<file path="src/core/mb_filter_consts.vh">
// Purpose: shared constants for the message buffer slot filter
// Assumes: included by core/msg_buffer_slot_filter.v
// Notes: state codes of the host-side buffer view
`ifndef MB_FILTER_CONSTS_VH
`define MB_FILTER_CONSTS_VH
`define MBF_NUM_BUF 8
`define MBF_SLOT_W 11
`define MBF_CYC_W 6
`define MBF_IDX_W 3
`define MBF_HIDX_W 7
`define MBF_DEPTH_W 8
`define MBF_SIZE_W 7
`define MBF_ST_W 2
// host view states of a buffer
`define MBF_ST_ENABLED 2'h0
`define MBF_ST_HOST_DISABLED_STATE 2'h1
`define MBF_ST_HOST_DISABLED_STATE_LCK 2'h2
// search sequencer states
`define MBF_S_IDLE 2'h0
`define MBF_S_SCAN 2'h1
`define MBF_S_DONE 2'h2
// reset values
`define MBF_RST_SLOT 11'h000
`define MBF_RST_CYC 6'h00
`define MBF_RST_HIDX 7'h00
`define MBF_RST_DEPTH 8'h00
`define MBF_RST_SIZE 7'h00
`endif

</file>
<file path="src/core/msg_buffer_slot_filter.v">
// Purpose: per-buffer slot id and cycle filters, channel split, reconfig gating, rx queue areas
// Assumes: one clock, synchronous active high reset, inputs synchronous to clk_sys
// Notes: configuration is written one buffer at a time through cfg_* ports
// Contract
// - each buffer is filtered by slot id first, then cycle filter
// - slot id filter matches when stored slot id equals search slot and buffer is enabled, one search slot for both channels
// - no buffer is listed without a slot id match
// - every transmit buffer with slot id match is listed
// - receive buffers listed only when slot id and cycle filter both match
// - disabled cycle filter matches every cycle
// - transmit buffer failing cycle filter listed with cycle match flag zero
// - cycle filter compares masked cycle number to masked value, bits 5..0
// - link a select and link b select choose channels, both allowed
// - buffer fields writable in protocol config state, otherwise only as the rules below allow; common data only in protocol config state
// - same basic type: singles in disabled states, doubles both sides host disabled
// - same buffer type change only for singles in either disabled state
// - type change needs even/odd pair, all involved buffers host disabled
// - two independent receive queues, one per channel
// - queue area is start index plus entry count and entry size
// - best priority group, lowest buffer number wins
`timescale 1ns/1ps
`include "mb_filter_consts.vh"
module msg_buffer_slot_filter #(
   parameter NB = `MBF_NUM_BUF,
   parameter IW = `MBF_IDX_W
) (
   input wire clk_sys,
   input wire rst,
   input wire ce,
   input wire protocol_config_state,
   input wire search_start,
   input wire [`MBF_SLOT_W-1:0] search_slot,
   input wire [`MBF_CYC_W-1:0] cycle_number,
   input wire [NB*`MBF_ST_W-1:0] buf_state,
   input wire [NB-1:0] buf_committed,
   input wire [NB-1:0] buf_locked,
   input wire cfg_we,
   input wire [IW-1:0] cfg_idx,
   input wire [`MBF_SLOT_W-1:0] cfg_slot_id_field,
   input wire cfg_cycle_filter_enable,
   input wire [`MBF_CYC_W-1:0] cfg_cycle_filter_mask,
   input wire [`MBF_CYC_W-1:0] cfg_cycle_filter_value,
   input wire cfg_link_a_select,
   input wire cfg_link_b_select,
   input wire cfg_transfer_direction_bit,
   input wire cfg_buffer_type_bit,
   input wire cfg_enable,
   input wire rxq_we,
   input wire rxq_sel,
   input wire [`MBF_HIDX_W-1:0] rxq_start_index,
   input wire [`MBF_DEPTH_W-1:0] rxq_depth,
   input wire [`MBF_SIZE_W-1:0] rxq_entry_size,
   output reg cfg_rejected,
   output reg search_done,
   output reg [NB-1:0] match_a,
   output reg [NB-1:0] match_b,
   output reg [NB-1:0] cycle_filter_match,
   output reg found_a,
   output reg [IW-1:0] result_a,
   output reg [2:0] prio_a,
   output reg found_b,
   output reg [IW-1:0] result_b,
   output reg [2:0] prio_b,
   output reg [`MBF_HIDX_W-1:0] rxq_a_start_q,
   output reg [`MBF_DEPTH_W-1:0] rxq_a_depth_q,
   output reg [`MBF_SIZE_W-1:0] rxq_a_size_q,
   output reg [`MBF_HIDX_W-1:0] rxq_b_start_q,
   output reg [`MBF_DEPTH_W-1:0] rxq_b_depth_q,
   output reg [`MBF_SIZE_W-1:0] rxq_b_size_q
);
   // per-buffer configuration storage
   reg [`MBF_SLOT_W-1:0] slot_id_q [0:NB-1];
   reg [`MBF_CYC_W-1:0] cf_mask_q [0:NB-1];
   reg [`MBF_CYC_W-1:0] cf_value_q [0:NB-1];
   reg [NB-1:0] cf_en_q;
   reg [NB-1:0] cha_q;
   reg [NB-1:0] chb_q;
   reg [NB-1:0] dir_q;
   reg [NB-1:0] dbl_q;
   reg [NB-1:0] en_q;
   reg [1:0] seq_q;
   reg [`MBF_SLOT_W-1:0] slot_q;
   reg [`MBF_CYC_W-1:0] cyc_q;
   reg [IW:0] scan_q;
   reg [2:0] best_pa_q;
   reg [2:0] best_pb_q;
   wire [NB-1:0] id_hit;
   wire [NB-1:0] cyc_hit;
   wire [NB-1:0] listed;
   wire [NB-1:0] st_host_disabled_state;
   wire [NB-1:0] st_any_dis;
   genvar g;
   integer i;

   // filters per buffer
   generate
      for (g = 0; g < NB; g = g + 1) begin : g_filt
         assign id_hit[g] = en_q[g] && (slot_id_q[g] == slot_q);
         assign cyc_hit[g] = !cf_en_q[g] ||
            ((cyc_q & cf_mask_q[g]) == (cf_value_q[g] & cf_mask_q[g]));
         assign listed[g] = id_hit[g] && (dir_q[g] || cyc_hit[g]);
         assign st_host_disabled_state[g] = buf_state[g*`MBF_ST_W +: `MBF_ST_W] == `MBF_ST_HOST_DISABLED_STATE;
         assign st_any_dis[g] = st_host_disabled_state[g] ||
            (buf_state[g*`MBF_ST_W +: `MBF_ST_W] == `MBF_ST_HOST_DISABLED_STATE_LCK);
      end
   endgenerate

   // priority of one listed buffer, 0 best, 5 means not listed
   function [2:0] prio_of;
      input lst;
      input dir;
      input cfm;
      input lck;
      input cmt;
      begin
         if (!lst)
            prio_of = 3'h5;
         else if (dir && !cfm)
            prio_of = 3'h2;
         else if (dir)
            prio_of = (!lck && cmt) ? 3'h0 : 3'h1;
         else
            prio_of = lck ? 3'h4 : 3'h3;
      end
   endfunction

   // reconfiguration permission for the addressed buffer
   reg allow;
   reg [IW-1:0] mate;
   reg is_dbl;
   always @* begin
      allow = 1'b0;
      is_dbl = dbl_q[cfg_idx];
      mate = cfg_idx ^ {{(IW-1){1'b0}}, 1'b1};
      if (protocol_config_state) begin
         allow = 1'b1;
      end else if (cfg_buffer_type_bit != dbl_q[cfg_idx]) begin
         // pair must be even/odd and both sides host disabled
         allow = st_host_disabled_state[cfg_idx] && st_host_disabled_state[mate];
      end else if (cfg_transfer_direction_bit == dir_q[cfg_idx]) begin
         if (is_dbl)
            allow = st_host_disabled_state[cfg_idx] && st_host_disabled_state[mate];
         else
            allow = st_any_dis[cfg_idx];
      end else begin
         allow = !is_dbl && st_any_dis[cfg_idx];
      end
   end

   // configuration write; double buffers always span an even/odd pair
   always @(posedge clk_sys) begin
      if (rst) begin
         cfg_rejected <= 1'b0;
         cf_en_q <= {NB{1'b0}};
         cha_q <= {NB{1'b0}};
         chb_q <= {NB{1'b0}};
         dir_q <= {NB{1'b0}};
         dbl_q <= {NB{1'b0}};
         en_q <= {NB{1'b0}};
         for (i = 0; i < NB; i = i + 1) begin
            slot_id_q[i] <= `MBF_RST_SLOT;
            cf_mask_q[i] <= `MBF_RST_CYC;
            cf_value_q[i] <= `MBF_RST_CYC;
         end
      end else if (ce) begin
         cfg_rejected <= cfg_we && !allow;
         if (cfg_we && allow) begin
            slot_id_q[cfg_idx] <= cfg_slot_id_field;
            cf_en_q[cfg_idx] <= cfg_cycle_filter_enable;
            cf_mask_q[cfg_idx] <= cfg_cycle_filter_mask;
            cf_value_q[cfg_idx] <= cfg_cycle_filter_value;
            cha_q[cfg_idx] <= cfg_link_a_select;
            chb_q[cfg_idx] <= cfg_link_b_select;
            dir_q[cfg_idx] <= cfg_transfer_direction_bit;
            en_q[cfg_idx] <= cfg_enable;
            dbl_q[cfg_idx] <= cfg_buffer_type_bit;
            dbl_q[mate] <= cfg_buffer_type_bit;
         end
      end
   end

   // receive queue areas, common data only written in protocol config state
   always @(posedge clk_sys) begin
      if (rst) begin
         rxq_a_start_q <= `MBF_RST_HIDX;
         rxq_a_depth_q <= `MBF_RST_DEPTH;
         rxq_a_size_q <= `MBF_RST_SIZE;
         rxq_b_start_q <= `MBF_RST_HIDX;
         rxq_b_depth_q <= `MBF_RST_DEPTH;
         rxq_b_size_q <= `MBF_RST_SIZE;
      end else if (ce && rxq_we && protocol_config_state) begin
         if (!rxq_sel) begin
            rxq_a_start_q <= rxq_start_index;
            rxq_a_depth_q <= rxq_depth;
            rxq_a_size_q <= rxq_entry_size;
         end else begin
            rxq_b_start_q <= rxq_start_index;
            rxq_b_depth_q <= rxq_depth;
            rxq_b_size_q <= rxq_entry_size;
         end
      end
   end

   // sequential search, one buffer per cycle, ascending number
   reg [IW-1:0] k;
   reg [2:0] p;
   always @* begin
      k = scan_q[IW-1:0];
      p = prio_of(listed[k], dir_q[k], cyc_hit[k] || !dir_q[k],
                  buf_locked[k], buf_committed[k]);
   end

   always @(posedge clk_sys) begin
      if (rst) begin
         seq_q <= `MBF_S_IDLE;
         slot_q <= `MBF_RST_SLOT;
         cyc_q <= `MBF_RST_CYC;
         scan_q <= {(IW+1){1'b0}};
         best_pa_q <= 3'h5;
         best_pb_q <= 3'h5;
         search_done <= 1'b0;
         match_a <= {NB{1'b0}};
         match_b <= {NB{1'b0}};
         cycle_filter_match <= {NB{1'b0}};
         found_a <= 1'b0;
         found_b <= 1'b0;
         result_a <= {IW{1'b0}};
         result_b <= {IW{1'b0}};
         prio_a <= 3'h5;
         prio_b <= 3'h5;
      end else if (ce) begin
         search_done <= 1'b0;
         if (search_start) begin
            // a new start aborts any running scan
            seq_q <= `MBF_S_SCAN;
            slot_q <= search_slot;
            cyc_q <= cycle_number;
            scan_q <= {(IW+1){1'b0}};
            best_pa_q <= 3'h5;
            best_pb_q <= 3'h5;
            match_a <= {NB{1'b0}};
            match_b <= {NB{1'b0}};
            cycle_filter_match <= {NB{1'b0}};
            found_a <= 1'b0;
            found_b <= 1'b0;
         end else begin
            case (seq_q)
               `MBF_S_SCAN: begin
                  match_a[k] <= listed[k] && cha_q[k];
                  match_b[k] <= listed[k] && chb_q[k];
                  // a buffer on neither channel is in no list, so it gets no flag
                  cycle_filter_match[k] <= listed[k] && cyc_hit[k] &&
                     (cha_q[k] || chb_q[k]);
                  // strict compare keeps the lowest number in a group
                  if (listed[k] && cha_q[k] && p < best_pa_q) begin
                     best_pa_q <= p;
                     found_a <= 1'b1;
                     result_a <= k;
                  end
                  if (listed[k] && chb_q[k] && p < best_pb_q) begin
                     best_pb_q <= p;
                     found_b <= 1'b1;
                     result_b <= k;
                  end
                  if (scan_q == NB - 1)
                     seq_q <= `MBF_S_DONE;
                  scan_q <= scan_q + {{IW{1'b0}}, 1'b1};
               end
               `MBF_S_DONE: begin
                  prio_a <= best_pa_q;
                  prio_b <= best_pb_q;
                  search_done <= 1'b1;
                  seq_q <= `MBF_S_IDLE;
               end
               default: seq_q <= `MBF_S_IDLE;
            endcase
         end
      end
   end
endmodule // msg_buffer_slot_filter

</file>
<file path="config.mk">
export PLATFORM = sky130hd
export DESIGN_NAME = msg_buffer_slot_filter
export DESIGN_NICKNAME = d
export VERILOG_FILES = /design/src/core/msg_buffer_slot_filter.v
export VERILOG_INCLUDE_DIRS = /design/src /design/src/core
export SDC_FILE = /design/constraint.sdc
export NUM_CORES = 1
export LEC_CHECK = 0
export ABC_AREA = 1
export BUFFER_PORTS_ARGS = -buffer_cell sky130_fd_sc_hd__buf_4
export CAP_MARGIN = 0
export CORE_MARGIN = 2
export CORE_UTILIZATION = 50
export CTS_BUF_LIST = sky130_fd_sc_hd__clkbuf_8
export DETAILED_ROUTE_END_ITERATION = 8
export PLACE_DENSITY = 0.69
export SETUP_SLACK_MARGIN = 0.1
export SLEW_MARGIN = 20
export SYNTH_ARGS = -nofsm -noshare
export SYNTH_HDL_FRONTEND = slang
export SYNTH_SLANG_ARGS = --single-unit
</file>
<file path="constraint.sdc">
create_clock -name clk_sys -period 5.06 [get_ports clk_sys]
set_input_delay 1.012 -clock clk_sys [delete_from_list [all_inputs] [get_ports clk_sys]]
set_output_delay 1.012 -clock clk_sys [all_outputs]
set_load 0.05 [all_outputs]
</file>
* Word level (Yosys, flattened, before mapping)
Memory sizes are Yosys's and may differ from the RTL's.
Cells that the tools add are included.
** Storage, ports and cells
- Register bits after elaboration :: 161
- Output and inout port bits :: 84
- Word-level logic and storage cells :: 276
- Memories kept :: 3
- Bits in writable memories :: 184
** Memory list
- slot_id_q :: words 8, width 11, read ports 8, clocked after Yosys merged registers in 0, wr ports 8, line msg_buffer_slot_filter.v:72 : reg [`MBF_SLOT_W-1:0] slot_id_q [0:NB-1];
- cf_mask_q :: words 8, width 6, read ports 8, clocked after Yosys merged registers in 0, wr ports 8, line msg_buffer_slot_filter.v:73 : reg [`MBF_CYC_W-1:0] cf_mask_q [0:NB-1];
- cf_value_q :: words 8, width 6, read ports 8, clocked after Yosys merged registers in 0, wr ports 8, line msg_buffer_slot_filter.v:74 : reg [`MBF_CYC_W-1:0] cf_value_q [0:NB-1];
** Operators by class
- Bitwise gates (word level) :: 19
- Eq/ne operators :: 38
- Magnitude comparators :: 8
- Mux-type cells :: 89
- Reduce and logical (&&, ||, !) cells :: 89
- Add/sub/neg operators :: 1
** Operators with widths (count)
- $and A6 B6 Y6 :: 16
- $eq A11 B11 Y1 :: 8
- $bwmux W8 :: 10
- $eq A6 B6 Y1 :: 8
- $mux W8 :: 6
- $mux W3 :: 13
- $mux W1 :: 37
- $bmux W1 S3 :: 12
- $logic_and A1 B1 Y1 :: 33
- $logic_or A1 B1 Y1 :: 26
- $eq A2 B1 Y1 const B :: 9
- $eq A2 B2 Y1 const B :: 9
- $logic_not A1 Y1 :: 13
- $lt A3 B4 Y1 const B :: 3
- $mux W6 :: 2
- $reduce_and A2 Y1 :: 6
- $reduce_or A6 Y1 :: 2
- $mux W11 :: 1
- $reduce_or A11 Y1 :: 1
- $demux W1 S3 :: 3
- $ge A3 B1 Y1 const B :: 3
- $reduce_and A3 Y1 :: 3
- $mux W4 :: 2
- $reduce_and A4 Y1 :: 2
- 9 further kinds :: 16

* Logic depth before layout (Yosys ltp)
Gate-level depths: netlist of the first run.
- Depth after elaboration :: 15
- Gate-level depth with buffers :: 23

* Least setup slack after synthesis of the first run
OpenSTA, ideal clock, no wires.
- Path kind :: input port to flip-flop
- Start :: in cfg_idx[2]
- End :: mem cf_mask_q[0][0] (netlist name), enable pin
- Library setup time :: 0.380 ns
- Stages :: 12
- Data arrival time :: 2.924 ns
- Setup slack :: 1.756 ns
- Path through :: nand2_1 inv_2 nand2_1 inv_2 a221oi_1 nand3_1 nand3b_1 nand2_1 nand2_2 buf_8 nand3_1 nand2_1
** RTL lines
- start: declaration :: line msg_buffer_slot_filter.v:38 : input wire [IW-1:0] cfg_idx,
- end: declaration :: line msg_buffer_slot_filter.v:73

* Worst setup path after layout of the first run
- Start :: reg scan_q[0]
- End :: reg result_b[2]
** On the way
- Word-level cells in the longest chain between the ends :: 11
- Elaborated cells between the ends (all ways) :: 27
- Classes of those cells :: order compare (1); mux (17); reduce/logical (9)
** Ends and longest elaborated chain
- start: declaration :: line msg_buffer_slot_filter.v:84 : reg [IW:0] scan_q;
- start signal: assignment :: line msg_buffer_slot_filter.v:218 : scan_q <= {(IW+1){1'b0}};
- start signal: assignment :: line msg_buffer_slot_filter.v:238 : scan_q <= {(IW+1){1'b0}};
- start signal: assignment :: line msg_buffer_slot_filter.v:267 : scan_q <= scan_q + {{IW{1'b0}}, 1'b1};
- $bmux W1 S3 (on tied branches) :: line msg_buffer_slot_filter.v:210, msg_buffer_slot_filter.v:209
- $mux W1 (on tied branches) :: line msg_buffer_slot_filter.v:210, msg_buffer_slot_filter.v:209
- $logic_not A1 Y1 (on tied branches) :: line msg_buffer_slot_filter.v:121, msg_buffer_slot_filter.v:209
- $logic_and A1 B1 Y1 / $logic_or A1 B1 Y1 (equally long branches) :: line msg_buffer_slot_filter.v:121, msg_buffer_slot_filter.v:209
- $mux W1 / $logic_not A1 Y1 (equally long branches) :: line msg_buffer_slot_filter.v:121, msg_buffer_slot_filter.v:118
- $mux W3 / $logic_and A1 B1 Y1 (equally long branches) :: line msg_buffer_slot_filter.v:120, msg_buffer_slot_filter.v:118
- $mux W3 :: line msg_buffer_slot_filter.v:118 : else if (dir && !cfm)
- $mux W3 :: line msg_buffer_slot_filter.v:116 : if (!lst)
- $lt A3 B3 Y1 :: line msg_buffer_slot_filter.v:260 : if (listed[k] && chb_q[k] && p < best_pb_q) begin
- $logic_and A1 B1 Y1 * :: line msg_buffer_slot_filter.v:260
- $reduce_and A4 Y1 (no source line) *
- end signal: assignment :: line msg_buffer_slot_filter.v:228 : result_b <= {IW{1'b0}};
- end signal: assignment :: line msg_buffer_slot_filter.v:263 : result_b <= k;
- end: declaration :: line msg_buffer_slot_filter.v:62 : output reg [IW-1:0] result_b,
Every way passes the cells marked *; elsewhere a longest branch is shown, timed or not. The select of a mux whose other input is x is not followed.
A chain may end at the register's enable or synchronous reset.

==> results.rst, run 1 <==
.. list-table::
   :header-rows: 1

   * - Metric
     - Value
   * - WHS Path Cells
     - 2
   * - Post-detail-place hpwl
     - 31200 um
   * - Hold path startpoint
     - cf_en_q[3]
   * - Most area-hungry cell type in the Yosys netlist
     - sky130_fd_sc_hd__edfxtp_1
   * - Area of the die
     - around 34000 sq um
   * - Clk Tree Root Cell
     - sky130_fd_sc_hd__clkbuf_8
   * - Clock Sinks
     - about 350
   * - Least-Margin Pin Slew
     - approximately 0.87 ns
   * - Max Fanout on Critical Path
     - 16
   * - Overflow left after global routing
     - 0
   * - Depth of the worst register-to-register path
     - 17
   * - Placer's final routability congestion estimate
     - approximately 0.9
   * - # Post-CTS Setup Buffers
     - 0
   * - Slowest-stage cell, CP
     - sky130_fd_sc_hd__dfxtp_1
   * - Reg clk slew, reported paths
     - 0.06 ns
   * - Startpoint class of the critical path
     - flop
   * - Number of different library cells in the post-synthesis netlist
     - 39
   * - Antenna violations before repair
     - 0
   * - Worst EP arrival
     - between 4 and 5 ns
   * - Global-route wire length before repair
     - 71400 um
   * - Post-layout total power
     - ~0.0062 W
   * - Flop pwr share
     - a little over 50%
   * - CP Launch Point
     - scan_q[0]
   * - Status
     - completed
   * - Most used cells in the layout excluding fill and tap cells
     - sky130_fd_sc_hd__nand2_1 (496), sky130_fd_sc_hd__nor2_1 (419), sky130_fd_sc_hd__inv_1 (215)
   * - Maximum clock rate
     - between 200 and 300 MHz
   * - Logic gate share of total power
     - a little under a tenth
   * - Count of placed standard cells including taps
     - around 2500
   * - Clock network fraction of total power
     - around two fifths
   * - Yosys top cell area share
     - around 34%
   * - Post-detailed-route DRC marker count
     - 0
   * - Total Wirelength
     - about 46000 um
   * - Chip height
     - ~180 um
   * - Cell Pwr Density
     - 328 nW/um^2
   * - Worst reg2reg startpoint
     - scan_q[0]
   * - CP Cell Sequence
     - inv_1 -> nor2_1 -> inv_1 -> o22ai_1 -> inv_1 -> nand4_1 -> inv_1 -> nand2_1 -> nand2_1 -> ha_1 -> a21oi_1 -> nand2_1 -> nor2_1 -> nand3_2 -> nand2_1 -> nand2_1 -> nor2_1
   * - Register-to-Register Setup Slack
     - roughly 1.4 ns
   * - Count of final hold-check violations
     - 0
   * - Worst setup EP type
     - flop
   * - Fin crit share
     - between 70% and 80%
   * - Final design instance area without fill
     - 18900 sq um
   * - Number of search-and-repair iterations in the first detailed-routing pass
     - 5
   * - Setup_tns
     - 0 ns
   * - PostCTS Resize Cnt
     - 0
   * - Pint
     - approximately 0.0046 W
   * - Die outline width
     - 183 um
   * - Net switching power
     - roughly 0.0016 W
   * - Setup Viol. Count Final
     - 0
   * - Number of nets in the synthesized netlist
     - 2106
   * - Iteration-0 DRC Markers
     - ~1200
   * - All-layer global routing usage
     - 27.1%
   * - Number of antenna diodes
     - 0
   * - Deepest clock path buffer count
     - 3
   * - Pin count of the biggest net entering global routing
     - 68
   * - I/O pins
     - 195
   * - Skew final
     - roughly 0.036 ns
   * - Yosys reg bits
     - 345
   * - Relative slew slack
     - 42.2%
   * - Count of buffers inserted at the top-level ports
     - 194
   * - Worst Hold Path EP
     - cf_en_q[3]
   * - Worst setup path class
     - reg2reg
   * - Count of vias placed by the detailed router
     - about 14000
   * - Leakage component of the power
     - 8.56 nW
   * - Via count of the first global-routing pass
     - 13340
   * - Source-to-sink clock delay at the later pin of the worst-skew pair
     - just over 0.6 ns
   * - Placement row count
     - 65
   * - Worst hold slack
     - approximately 0.45 ns
   * - Count of maximum capacitance violations
     - 0
   * - Share of cells above drive strength 1
     - 15.5%
   * - Instance area after placement
     - between 15000 and 20000 sq um
   * - Synth Instances
     - between 1500 and 2000
   * - Most frequent CP cell
     - sky130_fd_sc_hd__nand2_1
   * - Final cell count without fillers
     - approximately 2600
   * - Max VDD drop
     - ~0.20 mV
   * - Number of warnings issued by yosys
     - 0
   * - Most common cell after layout, fill and taps aside
     - sky130_fd_sc_hd__nand2_1
   * - CTS H-tree lvls
     - 2
   * - Synth-to-Final Area Change
     - 17.2%
   * - Routed WL per cell
     - ~17 um
   * - Sequential-to-total area share from yosys stat
     - 54.3%
   * - Setup repair after global routing missed its margin
     - false
   * - Remaining number of nets flagged by the antenna check after routing
     - 0
   * - Family of cells with the greatest summed delay on the critical path
     - simple AND/OR/NAND/NOR gates
   * - Post-CTS Hold Fix Bufs
     - 0
   * - Data required, critical path
     - approximately 5.6 ns
   * - Peak per-stage delay on the critical path
     - slightly above 0.8 ns
   * - Biggest area contributors in the synthesized netlist
     - sky130_fd_sc_hd__edfxtp_1 (34%), sky130_fd_sc_hd__dfxtp_1 (20%), sky130_fd_sc_hd__nand2_1 (12%)
   * - TritonCTS clock tree
     - done
   * - Number of nets at the end of the flow
     - 2298
   * - Sw Share
     - 25.8%
   * - End of the worst register-to-register path
     - result_b[2]
   * - HP Class
     - reg2reg
   * - Number of buffers added by the clock tree synthesis step
     - 58
   * - Via/cell ratio
     - between 5 and 6
   * - Average size of a mapped cell
     - 8.13 sq um
   * - Starting density of the core
     - a little over 50%
   * - Number of max-slew violations in the final report
     - 0
   * - Post-synthesis instance area
     - 16100 sq um
   * - Number of inserted filler cells in the final layout
     - ~2900
   * - Buf/Inv on CP
     - 4
   * - Clock period minus worst slack
     - 3.61 ns
   * - Std-Cell Core Area
     - 31600 sq um
-- registers in the layout, summed over array words and instances, names as in the netlist, 11 cells and up --
register / cells
slot_id_q: 88
cf_mask_q: 48
cf_value_q: 48
slot_q: 11
-- per-stage QoR --
stage | setup slack (ns) | utilization (%)
final | 1.45 | 59.7
after detailed placement | 1.04 | 56.0
after floorplan | 1.76 | -
after global placement | 1.08 | 56.0
after global routing | 1.15 | 59.7
after CTS | 1.49 | 59.7
-- worst reg2reg max path: cells and delay by family, from the launching register on --
family,cells,cell delay [ns]
and+or+nand+nor,10,1.48
DFF,1,0.82
buffers and inverters,4,0.62
AOI/OAI and AO/OA,2,0.32
adders and majority gates,1,0.32
-- cells in the mapped netlist --
cell type and n:
sky130_fd_sc_hd__or2_2 15, sky130_fd_sc_hd__a21oi_1 75, sky130_fd_sc_hd__buf_6 17, sky130_fd_sc_hd__nor4_1 1, sky130_fd_sc_hd__a22oi_1 7, sky130_fd_sc_hd__o211ai_1 4
sky130_fd_sc_hd__dfxtp_1 161, sky130_fd_sc_hd__ha_1 13, sky130_fd_sc_hd__a221oi_1 5, sky130_fd_sc_hd__nand4_1 29, sky130_fd_sc_hd__edfxtp_1 184, sky130_fd_sc_hd__nand3b_1 6
sky130_fd_sc_hd__buf_4 3, sky130_fd_sc_hd__buf_2 19, sky130_fd_sc_hd__nor3_1 8, sky130_fd_sc_hd__o2111ai_1 1, sky130_fd_sc_hd__buf_8 1, sky130_fd_sc_hd__nand4_4 6
sky130_fd_sc_hd__nand3_1 122, sky130_fd_sc_hd__a21oi_2 1, sky130_fd_sc_hd__inv_1 186, sky130_fd_sc_hd__nand2_2 5, sky130_fd_sc_hd__a21boi_0 1, sky130_fd_sc_hd__nand2_1 496
sky130_fd_sc_hd__xnor2_1 23, sky130_fd_sc_hd__nor2_1 419, sky130_fd_sc_hd__clkbuf_1 32, sky130_fd_sc_hd__nor2_4 3, sky130_fd_sc_hd__xor2_1 1, sky130_fd_sc_hd__buf_1 3
sky130_fd_sc_hd__o21ai_1 1, sky130_fd_sc_hd__o22ai_1 12, sky130_fd_sc_hd__nand3_2 4, sky130_fd_sc_hd__clkinv_1 1, sky130_fd_sc_hd__o21ai_0 91, sky130_fd_sc_hd__inv_2 16
sky130_fd_sc_hd__nor2_2 4, sky130_fd_sc_hd__o2bb2ai_1 1, sky130_fd_sc_hd__clkbuf_2 5
-- power by group through the flow --
| stage | sequential (W) | combinational, W | clock, W |
|---|---|---|---|
| global placement | 0.00321 | 0.000564 | 0 |
| global route | 0.00317 | 0.000638 | 0.00261 |
| detailed placement | 0.00321 | 0.000573 | 0 |
| CTS | 0.00315 | 0.000574 | 0.00248 |
| floorplan | 0.00321 | 0.000341 | 0 |
| finish | 0.00315 | 0.000577 | 0.00246 |
-- how the worst max path moves through the flow --
stage                       to  cells after the start
2_1_floorplan  cf_mask_q[0][0]                     12
3_3_place_gp   cf_mask_q[4][0]                     14
3_5_place_dp   cf_mask_q[4][0]                     14
4_1_cts            result_a[2]                     17
5_1_grt            result_b[0]                     19
6_report           result_b[2]                     17
-- layer usage --
layer  up-vias  part of all wire, %  global-route usage [%]
met5         -                    0                       0
met4         0                  2.7                    8.90
met3       102                  8.0                    4.95
met2       551                   47                    44.7
met1      6490                   42                    36.2
li1       6774                    -                       -
-- layout make-up --
| class | count | area, sq um | area share, % |
|---|---|---|---|
| timing repair buffer | 212 | 1590 | 8.43 |
| tap | 402 | 503 | 2.66 |
| multi-input combinational | 1354 | 6110 | 32.4 |
| clock buffer | 69 | 950 | 5.03 |
| clock inverter | 39 | 211 | 1.12 |
| sequential | 345 | 8750 | 46.3 |
| inverter | 203 | 764 | 4.05 |
-- cell families (layout without fill, tap and decap cells) --
kind of cell | count (synthesis) | count (layout) | synth area share [%]
XOR/XNOR | 24 | 24 | 1.31
AND/OR/NAND/NOR | 1118 | 1118 | 29.0
AO/OA/AOI/OAI | 199 | 199 | 6.65
flip-flops | 345 | 345 | 54.3
buffers and inverters | 283 | 523 | 7.71
adder cells (fa/ha/maj) | 13 | 13 | 1.01
Power figures use the tool's default switching activity.
==> inputs of run 2 (changes only) <==
Clock period 5.06 ns to 3.7 ns, I/O delays scaled along.
==> run 2 against run 1 <==
- sequential share of layout area decreased by 0.63 points
- cell count increased by 0.72%
- power increased by 37%
- flip-flop and latch count unchanged
- combinational power increased by 46%
- final area increased by 1.4%
- die area unchanged
==> results.rst, run 2 (synthesis results as in run 1) <==
.. list-table::
   :header-rows: 1

   * - Metric
     - Value
   * - Fin crit share
     - 87.9% (+17 points)
   * - Number of max-slew violations in the final report
     - 0 (unchanged)
   * - Number of nets at the end of the flow
     - 2319 (+0.91%)
   * - Maximum clock rate
     - 307 MHz (+11%)
   * - All-layer global routing usage
     - 27.7% (+0.64 points)
   * - CTS H-tree lvls
     - 2 (unchanged)
   * - TritonCTS clock tree
     - done
   * - Largest register FFs
     - 88 (unchanged)
   * - Max VDD drop
     - 0.323 mV (+65%)
   * - Share of cells above drive strength 1
     - 16.8% (+1.3 points)
   * - Routed WL per cell
     - 17.7 um (+1.6%)
   * - Depth of the worst register-to-register path
     - 19 (+2)
   * - Total Wirelength
     - 46800 um (+2.3%)
   * - Family of cells with the greatest summed delay on the critical path
     - simple AND/OR/NAND/NOR gates
   * - Worst setup path class
     - reg2reg
   * - Instance area after placement
     - 18000 sq um (+1.5%)
   * - Post-detail-place hpwl
     - 32500 um (+4.1%)
   * - Via/cell ratio
     - 5.33 (+0.57%)
   * - Count of maximum capacitance violations
     - 0 (unchanged)
   * - Clock period minus worst slack
     - 3.25 ns (-0.358 ns)
   * - Slowest-stage cell, CP
     - sky130_fd_sc_hd__dfxtp_1
   * - Final design instance area without fill
     - 19200 sq um (+1.4%)
   * - Setup repair after global routing missed its margin
     - false
   * - Buf/Inv on CP
     - 1 (-3)
   * - I/O pins
     - 195 (unchanged)
   * - Peak per-stage delay on the critical path
     - 0.54 ns (-0.28 ns)
   * - Regs by FF count
     - slot_id_q (88), cf_mask_q (48), cf_value_q (48)
   * - Leakage component of the power
     - 8.66 nW (+1.2%)
   * - Placer's final routability congestion estimate
     - 0.907 (+3.7%)
   * - Biggest register
     - slot_id_q
   * - Data required, critical path
     - 4.23 ns (-1.37 ns)
   * - Placement row count
     - 65 (unchanged)
   * - Remaining number of nets flagged by the antenna check after routing
     - 0 (unchanged)
   * - Std-Cell Core Area
     - 31600 sq um (unchanged)
   * - Relative slew slack
     - 39.1% (-3.1 points)
   * - Most frequent CP cell
     - sky130_fd_sc_hd__nand2_1
   * - Skew final
     - 0.0257 ns (-0.00982 ns)
   * - HP Class
     - in2reg
   * - Finished Core Util
     - 60.5% (+0.85 points)
   * - Most used cells in the layout excluding fill and tap cells
     - sky130_fd_sc_hd__nand2_1 (496), sky130_fd_sc_hd__nor2_1 (419), sky130_fd_sc_hd__buf_4 (227)
   * - Setup Viol. Count Final
     - 0 (unchanged)
   * - Most common cell after layout, fill and taps aside
     - sky130_fd_sc_hd__nand2_1
   * - Iteration-0 DRC Markers
     - 1239 (+7.6%)
   * - # Post-CTS Setup Buffers
     - 0 (unchanged)
   * - Chip height
     - 183 um (unchanged)
   * - Die outline width
     - 183 um (unchanged)
   * - Number of buffers added by the clock tree synthesis step
     - 56 (-3.4%)
   * - Antenna violations before repair
     - 0 (unchanged)
   * - Number of search-and-repair iterations in the first detailed-routing pass
     - 6 (+1)
   * - Area of the die
     - 33700 sq um (unchanged)
   * - Post-detailed-route DRC marker count
     - 0 (unchanged)
   * - Setup_tns
     - 0 ns (unchanged)
   * - Cell Pwr Density
     - 444 nW/um^2 (+35%)
   * - Global-route wire length before repair
     - 72800 um (+1.9%)
   * - CP Cell Sequence
     - inv_2 -> nand2_1 -> nand2_1 -> nor3_1 -> nand3_1 -> nand2_1 -> nand3_1 -> nand2_1 -> nand2_1 -> nor2_4 -> nand2_1 -> ha_1 -> a21oi_1 -> nand2_1 -> nor2_1 -> nand3_2 -> nand2_1 -> nand2_1 -> nor2_1
   * - Clock Sinks
     - 345 (unchanged)
   * - Instance count on the critical path
     - 19 (+2)
   * - Number of inserted filler cells in the final layout
     - 2780 (-2.7%)
   * - Count of final hold-check violations
     - 0 (unchanged)
   * - Worst EP arrival
     - 3.78 ns (-0.37 ns)
   * - Count of buffers inserted at the top-level ports
     - 194 (unchanged)
   * - Reg clk slew, reported paths
     - 0.06 ns (about the same)
   * - Number of antenna diodes
     - 0 (unchanged)
   * - Count of vias placed by the detailed router
     - 14097 (+1.3%)
   * - Worst setup EP type
     - flop
   * - Synth-to-Final Area Change
     - 18.9%
   * - Status
     - completed
   * - WHS Path Cells
     - 3 (+1)
   * - Pin count of the biggest net entering global routing
     - 100 (+47%)
   * - Post-layout total power
     - 0.00850 W (+37%)
   * - Max Fanout on Critical Path
     - 13 (-3)
   * - Source-to-sink clock delay at the later pin of the worst-skew pair
     - 0.59 ns (-0.02 ns)
   * - Via count of the first global-routing pass
     - 13361 (+0.16%)
   * - Starting density of the core
     - 50.9% (unchanged)
   * - Least-Margin Pin Slew
     - 0.910 ns (+0.0449 ns)
   * - Overflow left after global routing
     - 0 (unchanged)
   * - Deepest clock path buffer count
     - 3 (unchanged)
   * - Startpoint class of the critical path
     - flop
   * - Clk Tree Root Cell
     - sky130_fd_sc_hd__clkbuf_8
[run 2: cell types whose count changed in the layout (fill, tap and decap cells not counted), moves of 2 or more]
| cell | delta |
|---|---|
| sky130_fd_sc_hd__inv_1 | -18 |
| sky130_fd_sc_hd__buf_4 | +15 |
| sky130_fd_sc_hd__buf_12 | +8 |
| sky130_fd_sc_hd__clkinv_2 | +8 |
| sky130_fd_sc_hd__clkinv_1 | +7 |
| sky130_fd_sc_hd__dfxtp_1 | -3 |
| sky130_fd_sc_hd__dfxtp_2 | +3 |
| sky130_fd_sc_hd__clkinvlp_4 | -2 |
[run 2: timing repair]
| action | 4_1_cts | 5_1_grt |
|---|---|---|
| hold buffers | 0 | 0 |
| endpoints found under the setup margin | 0 | 8 |
| resized for setup | 0 | 3 |
[run 2: layout make-up]
type | count | area, sq um | area share [%]
Inverter | 203 | 764 | 3.99
Sequential cell | 345 | 8750 | 45.7
Timing Repair Buffer | 235 | 1860 | 9.73
Multi-Input combinational cell | 1354 | 6110 | 31.9
Clock buffer | 69 | 950 | 4.96
Tap cell | 402 | 503 | 2.63
Clock inverter | 35 | 204 | 1.06
[run 2: final timing paths]
check | from | endpoint | slack [ns]
setup / recovery | slot_q[3] | result_b[1] | 0.45
hold / removal | rxq_depth[6] | rxq_a_depth_q[6] | 0.39
setup reg to reg | slot_q[3] | result_b[1] | 0.45
hold reg to reg | cf_en_q[3] | cf_en_q[3] | 0.46
[run 2: stage by stage]
| stage | hold WS, ns | worst slack [ns] | std cells |
|---|---|---|---|
| after global placement | 0.433 | 0.372 | 2539 |
| after CTS | 0.367 | 0.437 | 2643 |
| after detailed placement | 0.438 | 0.317 | 2539 |
| after global routing | 0.387 | 0.136 | 2643 |
| final | 0.391 | 0.447 | 2643 |
| after floorplan | 0.419 | 0.668 | 1982 |
[run 2: power by group]
group          total (W)  switching [W]  leakage, nW  internal, W
Clock            0.00336        0.00154        0.648      0.00183
Combinational   0.000841       0.000550         4.95     0.000290
Sequential       0.00429       0.000102         3.06      0.00419
Total            0.00850        0.00219         8.66      0.00631
[run 2: per-layer routing]
layer  global-route usage [%]  vias up  share of wire (%)
li1                         -     6812                  -
met1                     37.2     6579                 42
met2                     45.5      595                 47
met3                     4.66      111                8.0
met4                     9.92        0                3.1
met5                        0        -                  0
[run 2: worst register-to-register path: stages (launching register included)]
cell and delay, ns:
sky130_fd_sc_hd__dfxtp_1 0.54, sky130_fd_sc_hd__inv_2 0.23, sky130_fd_sc_hd__nand2_1 0.10, sky130_fd_sc_hd__nand2_1 0.05
sky130_fd_sc_hd__nor3_1 0.22, sky130_fd_sc_hd__nand3_1 0.17, sky130_fd_sc_hd__nand2_1 0.13, sky130_fd_sc_hd__nand3_1 0.09
sky130_fd_sc_hd__nand2_1 0.06, sky130_fd_sc_hd__nand2_1 0.08, sky130_fd_sc_hd__nor2_4 0.21, sky130_fd_sc_hd__nand2_1 0.16
sky130_fd_sc_hd__ha_1 0.32, sky130_fd_sc_hd__a21oi_1 0.14, sky130_fd_sc_hd__nand2_1 0.06, sky130_fd_sc_hd__nor2_1 0.24
sky130_fd_sc_hd__nand3_2 0.16, sky130_fd_sc_hd__nand2_1 0.09, sky130_fd_sc_hd__nand2_1 0.05, sky130_fd_sc_hd__nor2_1 0.09
